**config.mk**
```make
export PLATFORM = sky130hd
export DESIGN_NAME = lcc_main_control
export DESIGN_NICKNAME = d
export VERILOG_FILES = /design/src/lcc_pkg.sv /design/src/lcc_main_control.sv
export VERILOG_INCLUDE_DIRS = /design/src
export SDC_FILE = /design/constraint.sdc
export NUM_CORES = 1
export LEC_CHECK = 0
export ABC_AREA = 1
export BUFFER_PORTS_ARGS = -buffer_cell sky130_fd_sc_hd__buf_4
export CORE_MARGIN = 4
export CORE_UTILIZATION = 46
export DETAILED_ROUTE_END_ITERATION = 12
export GPL_TIMING_DRIVEN = 0
export PLACE_DENSITY = 0.85
export SETUP_SLACK_MARGIN = 0.5
export SYNTH_ARGS = -nofsm -noshare
export SYNTH_HDL_FRONTEND = slang
export SYNTH_SLANG_ARGS = --single-unit
```
**constraint.sdc**
```tcl
create_clock -name clk -period 3.2 [get_ports clk]
set_input_delay 0 -clock clk [delete_from_list [all_inputs] [get_ports clk]]
set_output_delay 0 -clock clk [all_outputs]
set_load 0.02 [all_outputs]
```
**src/lcc_defines.svh**
```systemverilog
// lcc_defines.svh: addresses, bit positions and reset values of the
// link core main control block; assumes a 32-bit APB byte address map
`ifndef LCC_DEFINES_SVH
`define LCC_DEFINES_SVH
// register byte addresses
`define LCC_ADDR_CTRL 32'h4000_0000
`define LCC_ADDR_MASK 32'h4000_000C
`define LCC_ADDR_STAT 32'h4000_0010
`define LCC_ADDR_ACK 32'h4000_0018
// control register bit positions
`define LCC_B_CORE_RST 31
`define LCC_B_TG_RST 30
`define LCC_B_REG_RST 29
`define LCC_B_SW_REQ 28
`define LCC_B_TEST_ABT 26
`define LCC_B_ADV_ABT 25
`define LCC_B_SCAN_ABT 24
`define LCC_B_MD_OVR 22
`define LCC_B_SN_OVR 21
`define LCC_B_ACK_OVR 20
`define LCC_B_ENC_OVR 19
// control register bits with no field, read as zero
`define LCC_B_RSV_HI 27
`define LCC_B_RSV_LO 23
// event bits of status and mask
`define LCC_EV_W 4
`define LCC_EV_SW 0
`define LCC_EV_TEST 1
`define LCC_EV_ADV 2
`define LCC_EV_SCAN 3
// reset values
`define LCC_OVR_RST 4'h0
`define LCC_EV_RST 4'h0
`define LCC_WORD_ZERO 32'h0000_0000
`endif

```
**src/lcc_pkg.sv**
```systemverilog
// lcc_pkg.sv: types of the link core main control block
// assumes lcc_defines.svh is available on the include path
package lcc_pkg;
	// radio test abort sequencer states
	typedef enum logic [2:0] {
		LCC_T_IDLE = 3'b000,
		LCC_T_TX_BYTE = 3'b001,
		LCC_T_TX_CRC = 3'b010,
		LCC_T_RX_PKT = 3'b011,
		LCC_T_RF_OFF = 3'b100
	} lcc_test_e;
	typedef logic [31:0] lcc_word_t;
endpackage

```
**src/lcc_main_control.sv**
```systemverilog
// lcc_main_control.sv: main control register of the link core, an
// APB slave with action bits, overrides and an interrupt status.
// assumes one clock, synchronous inputs, an APB4 master.
//
// Decided for this implementation: the APB slave port.
`timescale 1ns/10ps
`include "lcc_defines.svh"

// Function
// - core soft reset pulses all but registers, timer
// - timer soft reset pulses timing generator only
// - register soft reset restores register reset values
// - register soft reset keeps interrupt status
// - software request raises masked software interrupt
// - action bits self clear; zero writes ignored
// - radio test abort stops running test
// - infinite tx: stop after byte, process crc
// - infinite rx: finish packet or rf off
// - advertising abort ends current advertising event
// - scan abort ends current scan window
// - more data override: single exchange per event
// - override: md from descriptor, rx md stored
// - sequence override: descriptor sn, no sn error
// - acknowledge override: descriptor nesn, no error
// - encryption override disables payload encryption, resets zero
// - per connection encryption: mic kept, plain data
module lcc_main_control (
	// clock and reset
	input wire logic clk,
	input wire logic sys_rst,
	// apb slave
	input wire logic psel,
	input wire logic penable,
	input wire logic pwrite,
	input wire lcc_pkg::lcc_word_t paddr,
	input wire lcc_pkg::lcc_word_t pwdata,
	input wire logic [3:0] pstrb,
	output lcc_pkg::lcc_word_t prdata,
	output logic pready,
	output logic pslverr,
	// interrupts
	output logic irq,
	output logic link_software_irq,
	// soft resets to the core
	output logic core_soft_reset,
	output logic timing_generator_soft_reset,
	// advertising and scan
	input wire logic advertising_active,
	input wire logic scan_active,
	output logic advertising_abort,
	output logic scan_abort,
	// radio test packet controller
	input wire logic test_active,
	input wire logic test_infinite_rx,
	input wire logic byte_done,
	input wire logic access_addr_found,
	input wire logic packet_done,
	input wire logic crc_done,
	output logic pc_stop,
	output logic crc_process,
	output logic rf_off,
	// exchange control
	input wire logic desc_md,
	input wire logic desc_sn,
	input wire logic desc_nesn,
	input wire logic core_md,
	input wire logic core_sn,
	input wire logic core_nesn,
	input wire logic rx_md,
	input wire logic rx_sn_err,
	input wire logic rx_nesn_err,
	input wire logic per_connection_encrypt_enable,
	output logic tx_md,
	output logic tx_sn,
	output logic tx_nesn,
	output logic rx_md_store,
	output logic sn_error,
	output logic nesn_error,
	output logic more_exchange,
	output logic encrypt_payload,
	output logic mic_generate,
	output logic more_data_override,
	output logic sequence_number_override,
	output logic acknowledge_override,
	output logic encryption_override
);
	import lcc_pkg::*;

	// action bits pending, overrides, interrupt state
	logic act_core, act_tg, act_reg, act_sw;
	logic act_test, act_adv, act_scan;
	logic [3:0] ovr;
	logic [`LCC_EV_W-1:0] stat, mask;
	logic test_fin;
	lcc_test_e tstate, next_tstate;
	lcc_word_t wdat;
	logic setup, wr, hit_ctrl, hit_mask, hit_stat, hit_ack, mapped;

	// byte lanes gate the written bits
	function automatic lcc_word_t lane_mask(input lcc_word_t d,
		input logic [3:0] s);
		lane_mask = d & {{8{s[3]}}, {8{s[2]}}, {8{s[1]}}, {8{s[0]}}};
	endfunction

	// control register image as read back
	function automatic lcc_word_t ctrl_image(input logic [6:0] a,
		input logic [3:0] o);
		lcc_word_t v;
		v = `LCC_WORD_ZERO;
		v[`LCC_B_CORE_RST] = a[6];
		v[`LCC_B_TG_RST] = a[5];
		v[`LCC_B_REG_RST] = a[4];
		v[`LCC_B_SW_REQ] = a[3];
		v[`LCC_B_TEST_ABT] = a[2];
		v[`LCC_B_ADV_ABT] = a[1];
		v[`LCC_B_SCAN_ABT] = a[0];
		v[`LCC_B_MD_OVR] = o[3];
		v[`LCC_B_SN_OVR] = o[2];
		v[`LCC_B_ACK_OVR] = o[1];
		v[`LCC_B_ENC_OVR] = o[0];
		ctrl_image = v;
	endfunction

	// address decode and write strobe
	assign setup = psel & ~penable;
	assign wr = psel & penable & pwrite;
	assign hit_ctrl = (paddr == `LCC_ADDR_CTRL);
	assign hit_mask = (paddr == `LCC_ADDR_MASK);
	assign hit_stat = (paddr == `LCC_ADDR_STAT);
	assign hit_ack = (paddr == `LCC_ADDR_ACK);
	assign mapped = hit_ctrl | hit_mask | hit_stat | hit_ack;
	assign wdat = lane_mask(pwdata, pstrb);
	assign pready = psel & penable;
	assign pslverr = psel & penable & ~mapped;

	// read data latched in the setup cycle
	always_ff @(posedge clk) begin
		if (sys_rst) begin
			prdata <= `LCC_WORD_ZERO;
		end else if (setup & ~pwrite) begin
			if (hit_ctrl) begin
				prdata <= ctrl_image({act_core, act_tg, act_reg, act_sw,
					act_test, act_adv, act_scan}, ovr);
			end else if (hit_mask) begin
				prdata <= {28'h000_0000, mask};
			end else if (hit_stat) begin
				prdata <= {28'h000_0000, stat};
			end else begin
				prdata <= `LCC_WORD_ZERO;
			end
		end
	end

	// one-shot action bits: set by a one, clear after one cycle
	always_ff @(posedge clk) begin
		if (sys_rst) begin
			act_core <= 1'b0;
			act_tg <= 1'b0;
			act_reg <= 1'b0;
			act_sw <= 1'b0;
		end else begin
			act_core <= wr & hit_ctrl & wdat[`LCC_B_CORE_RST];
			act_tg <= wr & hit_ctrl & wdat[`LCC_B_TG_RST];
			act_reg <= wr & hit_ctrl & wdat[`LCC_B_REG_RST];
			act_sw <= wr & hit_ctrl & wdat[`LCC_B_SW_REQ];
		end
	end

	// soft reset pulses to the core
	assign core_soft_reset = act_core;
	assign timing_generator_soft_reset = act_tg;

	// abort bits stay pending until the activity has ended
	always_ff @(posedge clk) begin
		if (sys_rst | act_reg) begin
			act_test <= 1'b0;
			act_adv <= 1'b0;
			act_scan <= 1'b0;
		end else begin
			if (wr & hit_ctrl & wdat[`LCC_B_TEST_ABT]) begin
				act_test <= 1'b1;
			end else if (test_fin) begin
				act_test <= 1'b0;
			end
			if (wr & hit_ctrl & wdat[`LCC_B_ADV_ABT]) begin
				act_adv <= 1'b1;
			end else if (~advertising_active) begin
				act_adv <= 1'b0;
			end
			if (wr & hit_ctrl & wdat[`LCC_B_SCAN_ABT]) begin
				act_scan <= 1'b1;
			end else if (~scan_active) begin
				act_scan <= 1'b0;
			end
		end
	end

	// abort requests held toward the event engines
	assign advertising_abort = act_adv;
	assign scan_abort = act_scan;

	// override bits and interrupt mask, cleared by register reset
	always_ff @(posedge clk) begin
		if (sys_rst | act_reg) begin
			ovr <= `LCC_OVR_RST;
			mask <= `LCC_EV_RST;
		end else begin
			if (wr & hit_ctrl) begin
				ovr <= {wdat[`LCC_B_MD_OVR], wdat[`LCC_B_SN_OVR],
					wdat[`LCC_B_ACK_OVR], wdat[`LCC_B_ENC_OVR]};
			end
			if (wr & hit_mask) begin
				mask <= wdat[`LCC_EV_W-1:0];
			end
		end
	end

	// sticky status: events win over clears, survive register reset
	always_ff @(posedge clk) begin
		if (sys_rst) begin
			stat <= `LCC_EV_RST;
		end else begin
			stat <= (stat & ~(((wr & (hit_stat | hit_ack)) ?
				wdat[`LCC_EV_W-1:0] : `LCC_EV_RST)))
				| {~scan_active & act_scan, ~advertising_active & act_adv,
				test_fin, act_sw};
		end
	end

	// interrupt outputs
	assign irq = |(stat & mask);
	assign link_software_irq = stat[`LCC_EV_SW] & mask[`LCC_EV_SW];

	// radio test abort sequencer, next state
	always_comb begin
		next_tstate = tstate;
		case (tstate)
			LCC_T_IDLE: begin
				if (act_test & test_active) begin
					if (~test_infinite_rx) begin
						next_tstate = LCC_T_TX_BYTE;
					end else if (access_addr_found) begin
						next_tstate = LCC_T_RX_PKT;
					end else begin
						next_tstate = LCC_T_RF_OFF;
					end
				end
			end
			LCC_T_TX_BYTE: begin
				if (byte_done) begin
					next_tstate = LCC_T_TX_CRC;
				end
			end
			LCC_T_TX_CRC: begin
				if (crc_done) begin
					next_tstate = LCC_T_IDLE;
				end
			end
			LCC_T_RX_PKT: begin
				if (packet_done) begin
					next_tstate = LCC_T_IDLE;
				end
			end
			LCC_T_RF_OFF: begin
				next_tstate = LCC_T_IDLE;
			end
			default: begin
				next_tstate = LCC_T_IDLE;
			end
		endcase
	end

	// sequencer state register
	always_ff @(posedge clk) begin
		if (sys_rst) begin
			tstate <= LCC_T_IDLE;
		end else begin
			tstate <= next_tstate;
		end
	end

	// abort finished: back to idle, or nothing was running
	assign test_fin = act_test & (((tstate != LCC_T_IDLE) &
		(next_tstate == LCC_T_IDLE)) |
		((tstate == LCC_T_IDLE) & ~test_active));

	// packet controller stop, crc and rf off strobes
	always_ff @(posedge clk) begin
		if (sys_rst) begin
			pc_stop <= 1'b0;
			crc_process <= 1'b0;
			rf_off <= 1'b0;
		end else begin
			pc_stop <= ((tstate == LCC_T_TX_BYTE) & byte_done) |
				((tstate == LCC_T_RX_PKT) & packet_done) |
				(next_tstate == LCC_T_RF_OFF);
			crc_process <= (next_tstate == LCC_T_TX_CRC);
			rf_off <= (next_tstate == LCC_T_RF_OFF);
		end
	end

	// override levels toward the packet controller
	assign more_data_override = ovr[3];
	assign sequence_number_override = ovr[2];
	assign acknowledge_override = ovr[1];
	assign encryption_override = ovr[0];

	// exchange fields chosen per override, registered
	always_ff @(posedge clk) begin
		if (sys_rst) begin
			tx_md <= 1'b0;
			tx_sn <= 1'b0;
			tx_nesn <= 1'b0;
			rx_md_store <= 1'b0;
			sn_error <= 1'b0;
			nesn_error <= 1'b0;
			more_exchange <= 1'b0;
			encrypt_payload <= 1'b0;
			mic_generate <= 1'b0;
		end else begin
			tx_md <= ovr[3] ? desc_md : core_md;
			rx_md_store <= rx_md;
			more_exchange <= ~ovr[3] & (rx_md | core_md);
			tx_sn <= ovr[2] ? desc_sn : core_sn;
			sn_error <= ~ovr[2] & rx_sn_err;
			tx_nesn <= ovr[1] ? desc_nesn : core_nesn;
			nesn_error <= ~ovr[1] & rx_nesn_err;
			encrypt_payload <= per_connection_encrypt_enable &
				~ovr[0];
			mic_generate <= per_connection_encrypt_enable;
		end
	end

	// checks of the documented behaviour
	chk_core_rst_pulse: assert property (@(posedge clk) disable iff (sys_rst)
		wr & hit_ctrl & wdat[`LCC_B_CORE_RST] |=> core_soft_reset ##1
		~core_soft_reset | (wr & hit_ctrl & wdat[`LCC_B_CORE_RST]))
		else $error("core soft reset pulse wrong");
	chk_tg_rst_only: assert property (@(posedge clk) disable iff (sys_rst)
		wr & hit_ctrl & wdat[`LCC_B_TG_RST] &
		~wdat[`LCC_B_CORE_RST] |=> timing_generator_soft_reset &
		~core_soft_reset)
		else $error("timer soft reset not isolated");
	chk_reg_rst_clear: assert property (@(posedge clk) disable iff (sys_rst)
		act_reg |=> (ovr == `LCC_OVR_RST) && (mask == `LCC_EV_RST))
		else $error("register reset left values");
	chk_stat_survives: assert property (@(posedge clk) disable iff (sys_rst)
		act_reg & ~(wr & (hit_stat | hit_ack)) |=>
		((stat & $past(stat)) == $past(stat)))
		else $error("status lost on register reset");
	chk_sw_irq_raise: assert property (@(posedge clk) disable iff (sys_rst)
		act_sw & mask[`LCC_EV_SW] & ~act_reg |=> link_software_irq & irq)
		else $error("software irq not raised");
	chk_action_clears: assert property (@(posedge clk) disable iff (sys_rst)
		act_sw & ~(wr & hit_ctrl & wdat[`LCC_B_SW_REQ]) |=> ~act_sw)
		else $error("action bit did not clear");
	chk_tx_byte_stop: assert property (@(posedge clk) disable iff (sys_rst)
		(tstate == LCC_T_TX_BYTE) & byte_done |=> pc_stop & crc_process)
		else $error("tx abort missed byte stop");
	chk_rx_rf_off: assert property (@(posedge clk) disable iff (sys_rst)
		(tstate == LCC_T_IDLE) & act_test & test_active &
		test_infinite_rx & ~access_addr_found |=> rf_off & pc_stop ##1
		~rf_off)
		else $error("rx abort did not switch rf off");
	chk_adv_abort_out: assert property (@(posedge clk) disable iff (sys_rst)
		wr & hit_ctrl & wdat[`LCC_B_ADV_ABT] & ~act_reg |=>
		advertising_abort)
		else $error("advertising abort not issued");
	chk_md_single: assert property (@(posedge clk) disable iff (sys_rst)
		ovr[3] |=> ~more_exchange)
		else $error("extra exchange under md override");
	chk_sn_no_error: assert property (@(posedge clk) disable iff (sys_rst)
		ovr[2] & rx_sn_err |=> ~sn_error & (tx_sn == $past(desc_sn)))
		else $error("sn override not honoured");
	chk_enc_plain: assert property (@(posedge clk) disable iff (sys_rst)
		ovr[0] & per_connection_encrypt_enable |=>
		mic_generate & ~encrypt_payload)
		else $error("encryption override wrong");
	chk_reserved_zero: assert property (@(posedge clk) disable iff (sys_rst)
		$past(setup & ~pwrite & hit_ctrl) & ~setup |->
		~prdata[`LCC_B_RSV_HI] & ~prdata[`LCC_B_RSV_LO])
		else $error("reserved bits not zero");

endmodule // lcc_main_control

```
Yosys cells after proc, flatten, opt, wreduce, memory -nomap -nowiden
Cells that the tools add are included.

storage, ports and cells
  flip-flop bits (word level) = 66
  bits of input ports = 91
  output and inout port bits = 56
  word-level logic and storage cells = 112

operators by class
  equal/unequal tests = 11
  mux-type cells = 20
  bitwise gates (word level) = 52
  reductions and logical operators = 5

operators with widths
  cell                                                    number
  == test 32 x 31 -> 1 bit (second input constant)        4
  AND 32 bit                                              1
  two-way mux 32 bit                                      1
  AND 1 bit                                               28
  two-way mux 3 bit                                       6
  two-way mux 4 bit                                       3
  one-hot mux 3 bit (4 select lines)                      1
  inverter 1 bit                                          10
  == test 3 x 2 -> 1 bit (second input constant)          3
  two-way mux 1 bit                                       9
  OR 1 bit                                                9
  AND 4 bit                                               2
  logical NOT 3 bit                                       2
  inequality test 2 x 1 -> 1 bit (second input constant)  2
  inverter 4 bit                                          1
  OR 4 bit                                                1
  OR reduction 4 bit                                      1
  == test 3 x 1 -> 1 bit (second input constant)          1
  == test 3 bit (second input constant)                   1
  nonzero test 3 bit                                      1
  nonzero test 2 bit                                      1

Logic depth before layout (Yosys ltp)
Gate-level depths: netlist (run 1).

  depth in word-level cells = 10
  mapped depth = 11
  mapped depth without buffers = 11

Worst setup path after synthesis (run 1)
No wires, ideal clock.

  path type = register -> register
  start point = register act_test
  end point = register act_test
  setup time = 132 ps
  arrival time = 1013 ps
  data required time = 3068 ps
  setup slack = 2055 ps
  cell stages (with the launch flop) = 10
  buffers on the path = 0
  clock period less this slack = 1145 ps
  cells stage by stage = dfxtp_1 -> nand2_1 -> nand2_1 -> o21ai_0 -> nand2_1 -> nand2_1 -> nor2_1 -> nand3_1 -> nand3_1 -> a21oi_1

between the ends
  longest elaborated chain between the ends = 8

RTL lines
  what                                line                     text
  start, declared                     lcc_main_control.sv:91   logic act_test, act_adv, act_scan;
  start signal, assigned              lcc_main_control.sv:176  act_test <= 1'b0;
  start signal, assigned              lcc_main_control.sv:181  act_test <= 1'b1;
  start signal, assigned              lcc_main_control.sv:183  act_test <= 1'b0;
  AND 1 bit                           lcc_main_control.sv:239  if (act_test & test_active) begin
  two-way mux 3 bit                   lcc_main_control.sv:239
  one-hot mux 3 bit (4 select lines)  lcc_main_control.sv:237  case (tstate)
  logical NOT 3 bit                   lcc_main_control.sv:284  (next_tstate == LCC_T_IDLE)) |
  AND 1 bit                           lcc_main_control.sv:283  assign test_fin = act_test & (((tstate != LCC_T_IDLE) &
  OR 1 bit                            lcc_main_control.sv:284
  AND 1 bit *                         lcc_main_control.sv:283
  nonzero test 2 bit (no line) *      n/a

Every way passes the cells marked *; elsewhere a longest branch is shown, timed or not.
A chain may end at the register's enable or synchronous reset.

==> flow_summary.yaml, run 1 <==
outcome:
  run_status: "finished clean"
setup_path:
  cp_slowest_cell: "dlygate4sd3_1"
  crit_buf_inv: 4
  crit_top_cell: "dlygate4sd3_1"
  crit_chain: "dlygate4sd3_1 -> buf_4 -> inv_1 -> o21ai_0 -> a21oi_1 -> dlygate4sd3_1"
  worst_setup_path_end_kind: "register"
  critPathMaxFanout: 6
  crit_type: "in -> reg"
  critPathArrivalTime_ns: 1.72
  start_kind: "input pin"
  worst_path_largest_cell_delay_ns: 0.58
  worstPathRequired_ns: 3.45
  path_delay_family: "buffers and inverters"
clocking:
  cts.path.max_buffers: 2
  clk_latency_ns: 0.31
  htreeDepth: 2
  cts_setup_buffers: 0
  cts_inserted_buffers: 5
  clk_pin_slew_ns: 0.09
  clockRootBuffer: "clkbuf_8"
  clock_sinks: 49
  cts_tree: "yes"
global_route:
  grt_pass1_wl_um: 12300
  antenna_found_initial: 0
  gr-usage-all-layers_pct: 24.5
  grt_max_degree: 15
  grt.overflow.total: 0
  grt_pass1_vias: 2766
drt:
  first_iter_violations: 203
  detail_route.vias_per_cell: 4.93
  firstDrtPassIters: 5
  wl_per_cell_um: 14.1
  drt_wl_total_um: 8090
  vias: 2836
  ant_nets: 0
  drcViolationCount: 0
power_and_ir_drop:
  p_leak_nw: 1.79
  p_clk_share_pct: 34.8
  swShare_pct: 24.5
  p_switching_mw: 0.310
  intPower_mw: 0.955
  peakVddDrop_mv: 0.289
  seq_power_share_pct: 48.8
  comb_power_share_pct: 16.4
  p_per_area_nw_per_um2: 340
sta:
  rsz0062_at_grt: "false"
  fmax_mhz: 681
  worst_slew_pin_slew_ns: 0.524
  timing.hold.ws_ns: 0.00750
  min_period_ns: 1.47
  maxSlewHeadroom_pct: 65.1
  fin_skew_ns: 0.00785
  slew_violations: 0
  min_period_over_period_pct: 45.9
  setup_viol: 0
  hold_viol: 0
  fin_setup_tns_ns: 0
logic_synthesis:
  syn_inst: 348
  yosys_register_bits: 49
  avgSynthCellArea_um2: 6.84
  yosys_warnings: 0
  ys_types: 26
  synth-seq-area-share_pct: 41.2
  synth_area_um2: 2380
layout:
  n_antenna_cell: 0
  drive_gt1_share_pct: 28.9
  nets: 599
  area_growth_pct: 56.3
  largest_reg_flops: 15
  fin_area_um2: 3720
  final.fill_count: 369
  regMostFlops: "prdata"
  final_core_util_pct: 76.3
min_path:
  hp-class: "in -> reg"
floorplanning:
  dieArea_um2: 6390
  die_y_um: 79.9
  num_rows: 25
  coreArea_um2: 4880
  initial_core_util_pct: 48.8
  io-pin-count: 147
  die_w_um: 79.9
placed_design:
  placed_area_um2: 3360
  gp_congestion: 0.923
  place.port_buffers: 111
  place_hpwl_um: 5520
run:
  maxCapViolCount: 0
-- worst min-delay path: cells and delay by family --
family,cells,cell delay [ns]
AO/OA/AOI/OAI,1,0.06
AND/OR/NAND/NOR,1,0.08
buffers and inverters,1,0.14
-- cell usage after synthesis, drive strengths merged --
master / number / area share [%]
nor4: 1 / 0.26
nand2: 85 / 13
a21oi: 38 / 8.0
nor2: 53 / 9.2
nand4: 11 / 2.9
nor3b: 4 / 1.3
conb: 1 / 0.16
buf: 21 / 7.1
nand3b: 1 / 0.32
a31oi: 1 / 0.26
clkbuf: 5 / 0.79
nor3: 10 / 2.3
inv: 33 / 5.2
nand3: 29 / 6.3
o21ai: 4 / 0.84
dfxtp: 49 / 41
and2: 1 / 0.26
or2: 1 / 0.26
-- metrics by stage --
step / setup slack (ns) / total power, mW / std cells
after global placement: 1.86 / 0.803 / 542
after detailed placement: 1.83 / 0.807 / 542
after global routing: 1.59 / 1.30 / 575
final: 1.73 / 1.26 / 575
after CTS: 1.82 / 1.25 / 575
after floorplan: 2.06 / 0.712 / 364
-- area by class of cell --
| type | count | area [µm²] | area share [%] |
|---|---|---|---|
| plain buffers | 26 | 188 | 5.04 |
| clock buffers | 5 | 68.8 | 1.85 |
| clock inverters | 2 | 35.0 | 0.941 |
| inverters | 33 | 124 | 3.33 |
| multi-input cells | 256 | 1150 | 30.9 |
| flip-flops and latches | 49 | 981 | 26.4 |
| well taps | 67 | 83.8 | 2.25 |
| repair buffers | 137 | 1090 | 29.4 |
-- placed cells by master (no fill, tap or decap), drive strengths merged, types with 10 or more instances in the layout --
master / n
dfxtp: 49
nand4: 11
a21oi: 38
buf: 132
clkbuf: 10
nor2: 53
nand3: 29
conb: 17
nor3: 10
dlygate4sd3: 26
inv: 33
nand2: 85
-- cell families after synthesis --
| kind of cell | Yosys count | synth area share (%) |
|---|---|---|
| AOI/OAI and AO/OA | 43 | 9.09 |
| buffers and inverters | 59 | 13.1 |
| DFF | 49 | 41.2 |
| other | 1 | 0.157 |
| and+or+nand+nor | 196 | 36.5 |
-- path summary, 6_finish.rpt --
check                                   to        from  depth (start not counted)  slack (ns)
worst max-delay path                 tx_md     sys_rst                          6        1.73
worst min-delay path              act_test    pstrb[3]                          3       0.008
worst max register to register    act_test    act_test                          9        1.79
worst min register to register  prdata[30]  prdata[30]                          2        0.47
-- power groups by stage --
stage	combinational (mW)	clock, mW	sequential [mW]
floorplan	0.0729	0	0.639
global placement	0.172	0	0.631
detailed placement	0.176	0	0.631
CTS	0.202	0.431	0.617
global route	0.224	0.456	0.618
finish	0.207	0.440	0.617
-- metal layers --
metal / track usage, % / wire (µm) / up-vias / share of wire, %
li1: - / - / 1409 / -
met1: 26.2 / 2960 / 1262 / 37
met2: 45.4 / 4370 / 130 / 54
met3: 5.08 / 475 / 35 / 5.9
met4: 11.3 / 280 / 0 / 3.5
met5: 0 / 0 / - / 0
-- what timing repair did --
action / in CTS / in global routing
setup endpoints to repair: 0 / 0
hold buffers: 26 / 0
hold endpoints to repair: 23 / 0
gates resized for setup: 0 / 0
Note: power is estimated with default switching activity, not from simulation.
==> inputs of run 2 (changes only) <==
--- a/config.mk
+++ b/config.mk
@@ -9,10 +9,10 @@
 export ABC_AREA = 1
 export BUFFER_PORTS_ARGS = -buffer_cell sky130_fd_sc_hd__buf_4
 export CORE_MARGIN = 4
-export CORE_UTILIZATION = 46
+export CORE_UTILIZATION = 43
 export DETAILED_ROUTE_END_ITERATION = 12
 export GPL_TIMING_DRIVEN = 0
-export PLACE_DENSITY = 0.85
+export PLACE_DENSITY = 0.8
 export SETUP_SLACK_MARGIN = 0.5
 export SYNTH_ARGS = -nofsm -noshare
 export SYNTH_HDL_FRONTEND = slang
==> constraint.sdc (replaced) <==
create_clock -name clk -period 1.4 [get_ports clk]
set_input_delay 0 -clock clk [delete_from_list [all_inputs] [get_ports clk]]
set_output_delay 0 -clock clk [all_outputs]
set_load 0.02 [all_outputs]
==> run 2 against run 1 <==
  * Total power rose by 140%
  * Flip-flop and latch count stayed put
  * Wire length grew 67%
  * Largest cell class is now multi-input combinational cells
==> flow_summary.yaml, run 2 (synthesis results as in run 1) <==
global_route:
  grt_pass1_vias: 3086
  grt.overflow.total: 0
  grt_pass1_wl_um: 14300
  grt_max_degree: 15
  antenna_found_initial: 0
  gr-usage-all-layers_pct: 27.5
setup_path:
  worst_path_largest_cell_delay_ns: 0.38
  crit_chain: "nor3_4 -> nand2_1 -> nand2_2 -> nor2_4 -> nand3_1 -> nand3_1 -> a21oi_1"
  crit_type: "reg -> reg"
  worstPathRequired_ns: 1.61
  cp_slowest_cell: "dfxtp_4"
  crit_top_cell: "nand3_1"
  path_delay_family: "simple AND/OR/NAND/NOR gates"
  critPathArrivalTime_ns: 1.60
  critPathMaxFanout: 5
  start_kind: "register"
  crit_buf_inv: 0
  worst_setup_path_end_kind: "register"
drt:
  wl_per_cell_um: 22.2
  firstDrtPassIters: 8
  ant_nets: 0
  vias: 3674
  drt_wl_total_um: 13500
  detail_route.vias_per_cell: 6.03
  first_iter_violations: 432
  drcViolationCount: 0
floorplanning:
  die_w_um: 82.4
  initial_core_util_pct: 45.5
  die_y_um: 82.4
  num_rows: 26
  coreArea_um2: 5240
  io-pin-count: 147
  dieArea_um2: 6790
layout:
  final_common_cell: "buf_4"
  nets: 628
  fin_area_um2: 4720
  final.fill_count: 214
  area_growth_pct: 98.2
  final_cell_mix: "buf_4 (134), nand2_1 (64), dfxtp_1 (33), buf_6 (25)"
  drive_gt1_share_pct: 56.1
  largest_reg_flops: 15
  regMostFlops: "prdata"
sta:
  min_period_over_period_pct: 99.4
  maxSlewHeadroom_pct: 35.9
  rsz0062_at_grt: "true"
  fin_skew_ns: 0.00977
  setup_viol: 0
  min_period_ns: 1.39
  setup_slack_ns: 0.00908
  slew_violations: 0
  hold_viol: 0
  fmax_mhz: 719
  worst_slew_pin_slew_ns: 0.961
run:
  maxCapViolCount: 0
clocking:
  cts.path.max_buffers: 2
  cts_inserted_buffers: 5
  clk_pin_slew_ns: 0.09
  cts_tree: "yes"
  hold_buffers: 23
  clock_sinks: 49
  clockRootBuffer: "clkbuf_8"
  htreeDepth: 2
  clk_latency_ns: 0.31
placed_design:
  post-place-ws_ns: 0.115
  place_hpwl_um: 5550
  gp_congestion: 0.863
  placed_area_um2: 3480
  place.port_buffers: 111
power_and_ir_drop:
  p_per_area_nw_per_um2: 640
  p_leak_nw: 2.09
  peakVddDrop_mv: 0.579
min_path:
  hp-class: "in -> reg"
outcome:
  run_status: "finished clean"
==> run 2: worst paths after layout <==
check	startpoint	end	slack [ns]	depth (start not counted)
worst min-delay path	access_addr_found	tstate[2]	0.02	4
worst max register to register	tstate[0]	act_test	0.009	7
worst max-delay path	tstate[0]	act_test	0.009	7
worst min register to register	timing_generator_soft_reset	prdata[30]	0.48	2
==> run 2: area by class of cell <==
| cell class | count | area, µm² | area share [%] |
|---|---|---|---|
| multi-input cells | 256 | 1710 | 36.3 |
| repair buffers | 166 | 1450 | 30.7 |
| flip-flops and latches | 49 | 1020 | 21.7 |
| plain buffers | 26 | 205 | 4.35 |
| inverters | 33 | 129 | 2.73 |
| clock buffers | 8 | 111 | 2.36 |
| well taps | 70 | 87.6 | 1.86 |
| diodes | 1 | 2.50 | 0.0530 |
==> run 2: through the flow <==
stage	hold slack (ns)	instances	total power, mW	utilization (%)	TNS [ns]
2_1_floorplan	0.107	364	1.64	-	0
5_1_grt	0.0195	608	3.07	90.0	-0.0900
4_1_cts	-0.0402	594	2.88	79.6	0
3_3_place_gp	0.215	545	1.86	66.4	0
3_5_place_dp	0.224	545	1.87	66.4	0
6_report	0.0176	609	3.02	90.1	0
==> run 2: what timing repair did <==
item,4_1_cts,5_1_grt
gates cloned,1,0
hold endpoints to repair,24,1
setup endpoints to repair,39,48
pin swaps,27,41
resized for setup,53,115
setup buffers,17,14
==> run 2: tightest hold or removal path, delay by kind of cell <==
| family | cells | cell delay [ns] |
|---|---|---|
| simple gates | 3 | 0.18 |
| buf+inv | 1 | 0.11 |
==> run 2: power by group <==
| group | switching (mW) | internal (mW) |
|---|---|---|
| Combinational | 0.316 | 0.293 |
| Clock | 0.504 | 0.512 |
| Sequential | 0.00566 | 1.39 |
| Total | 0.826 | 2.19 |
==> run 2: metal layers <==
metal	up-vias	track usage (%)	part of all wire (%)	wire [µm]
met5	-	0	0	0
met2	363	50.0	48	6550
li1	1478	-	-	-
met3	170	5.86	9.7	1310
met4	0	14.6	10	1370
met1	1663	29.5	32	4310
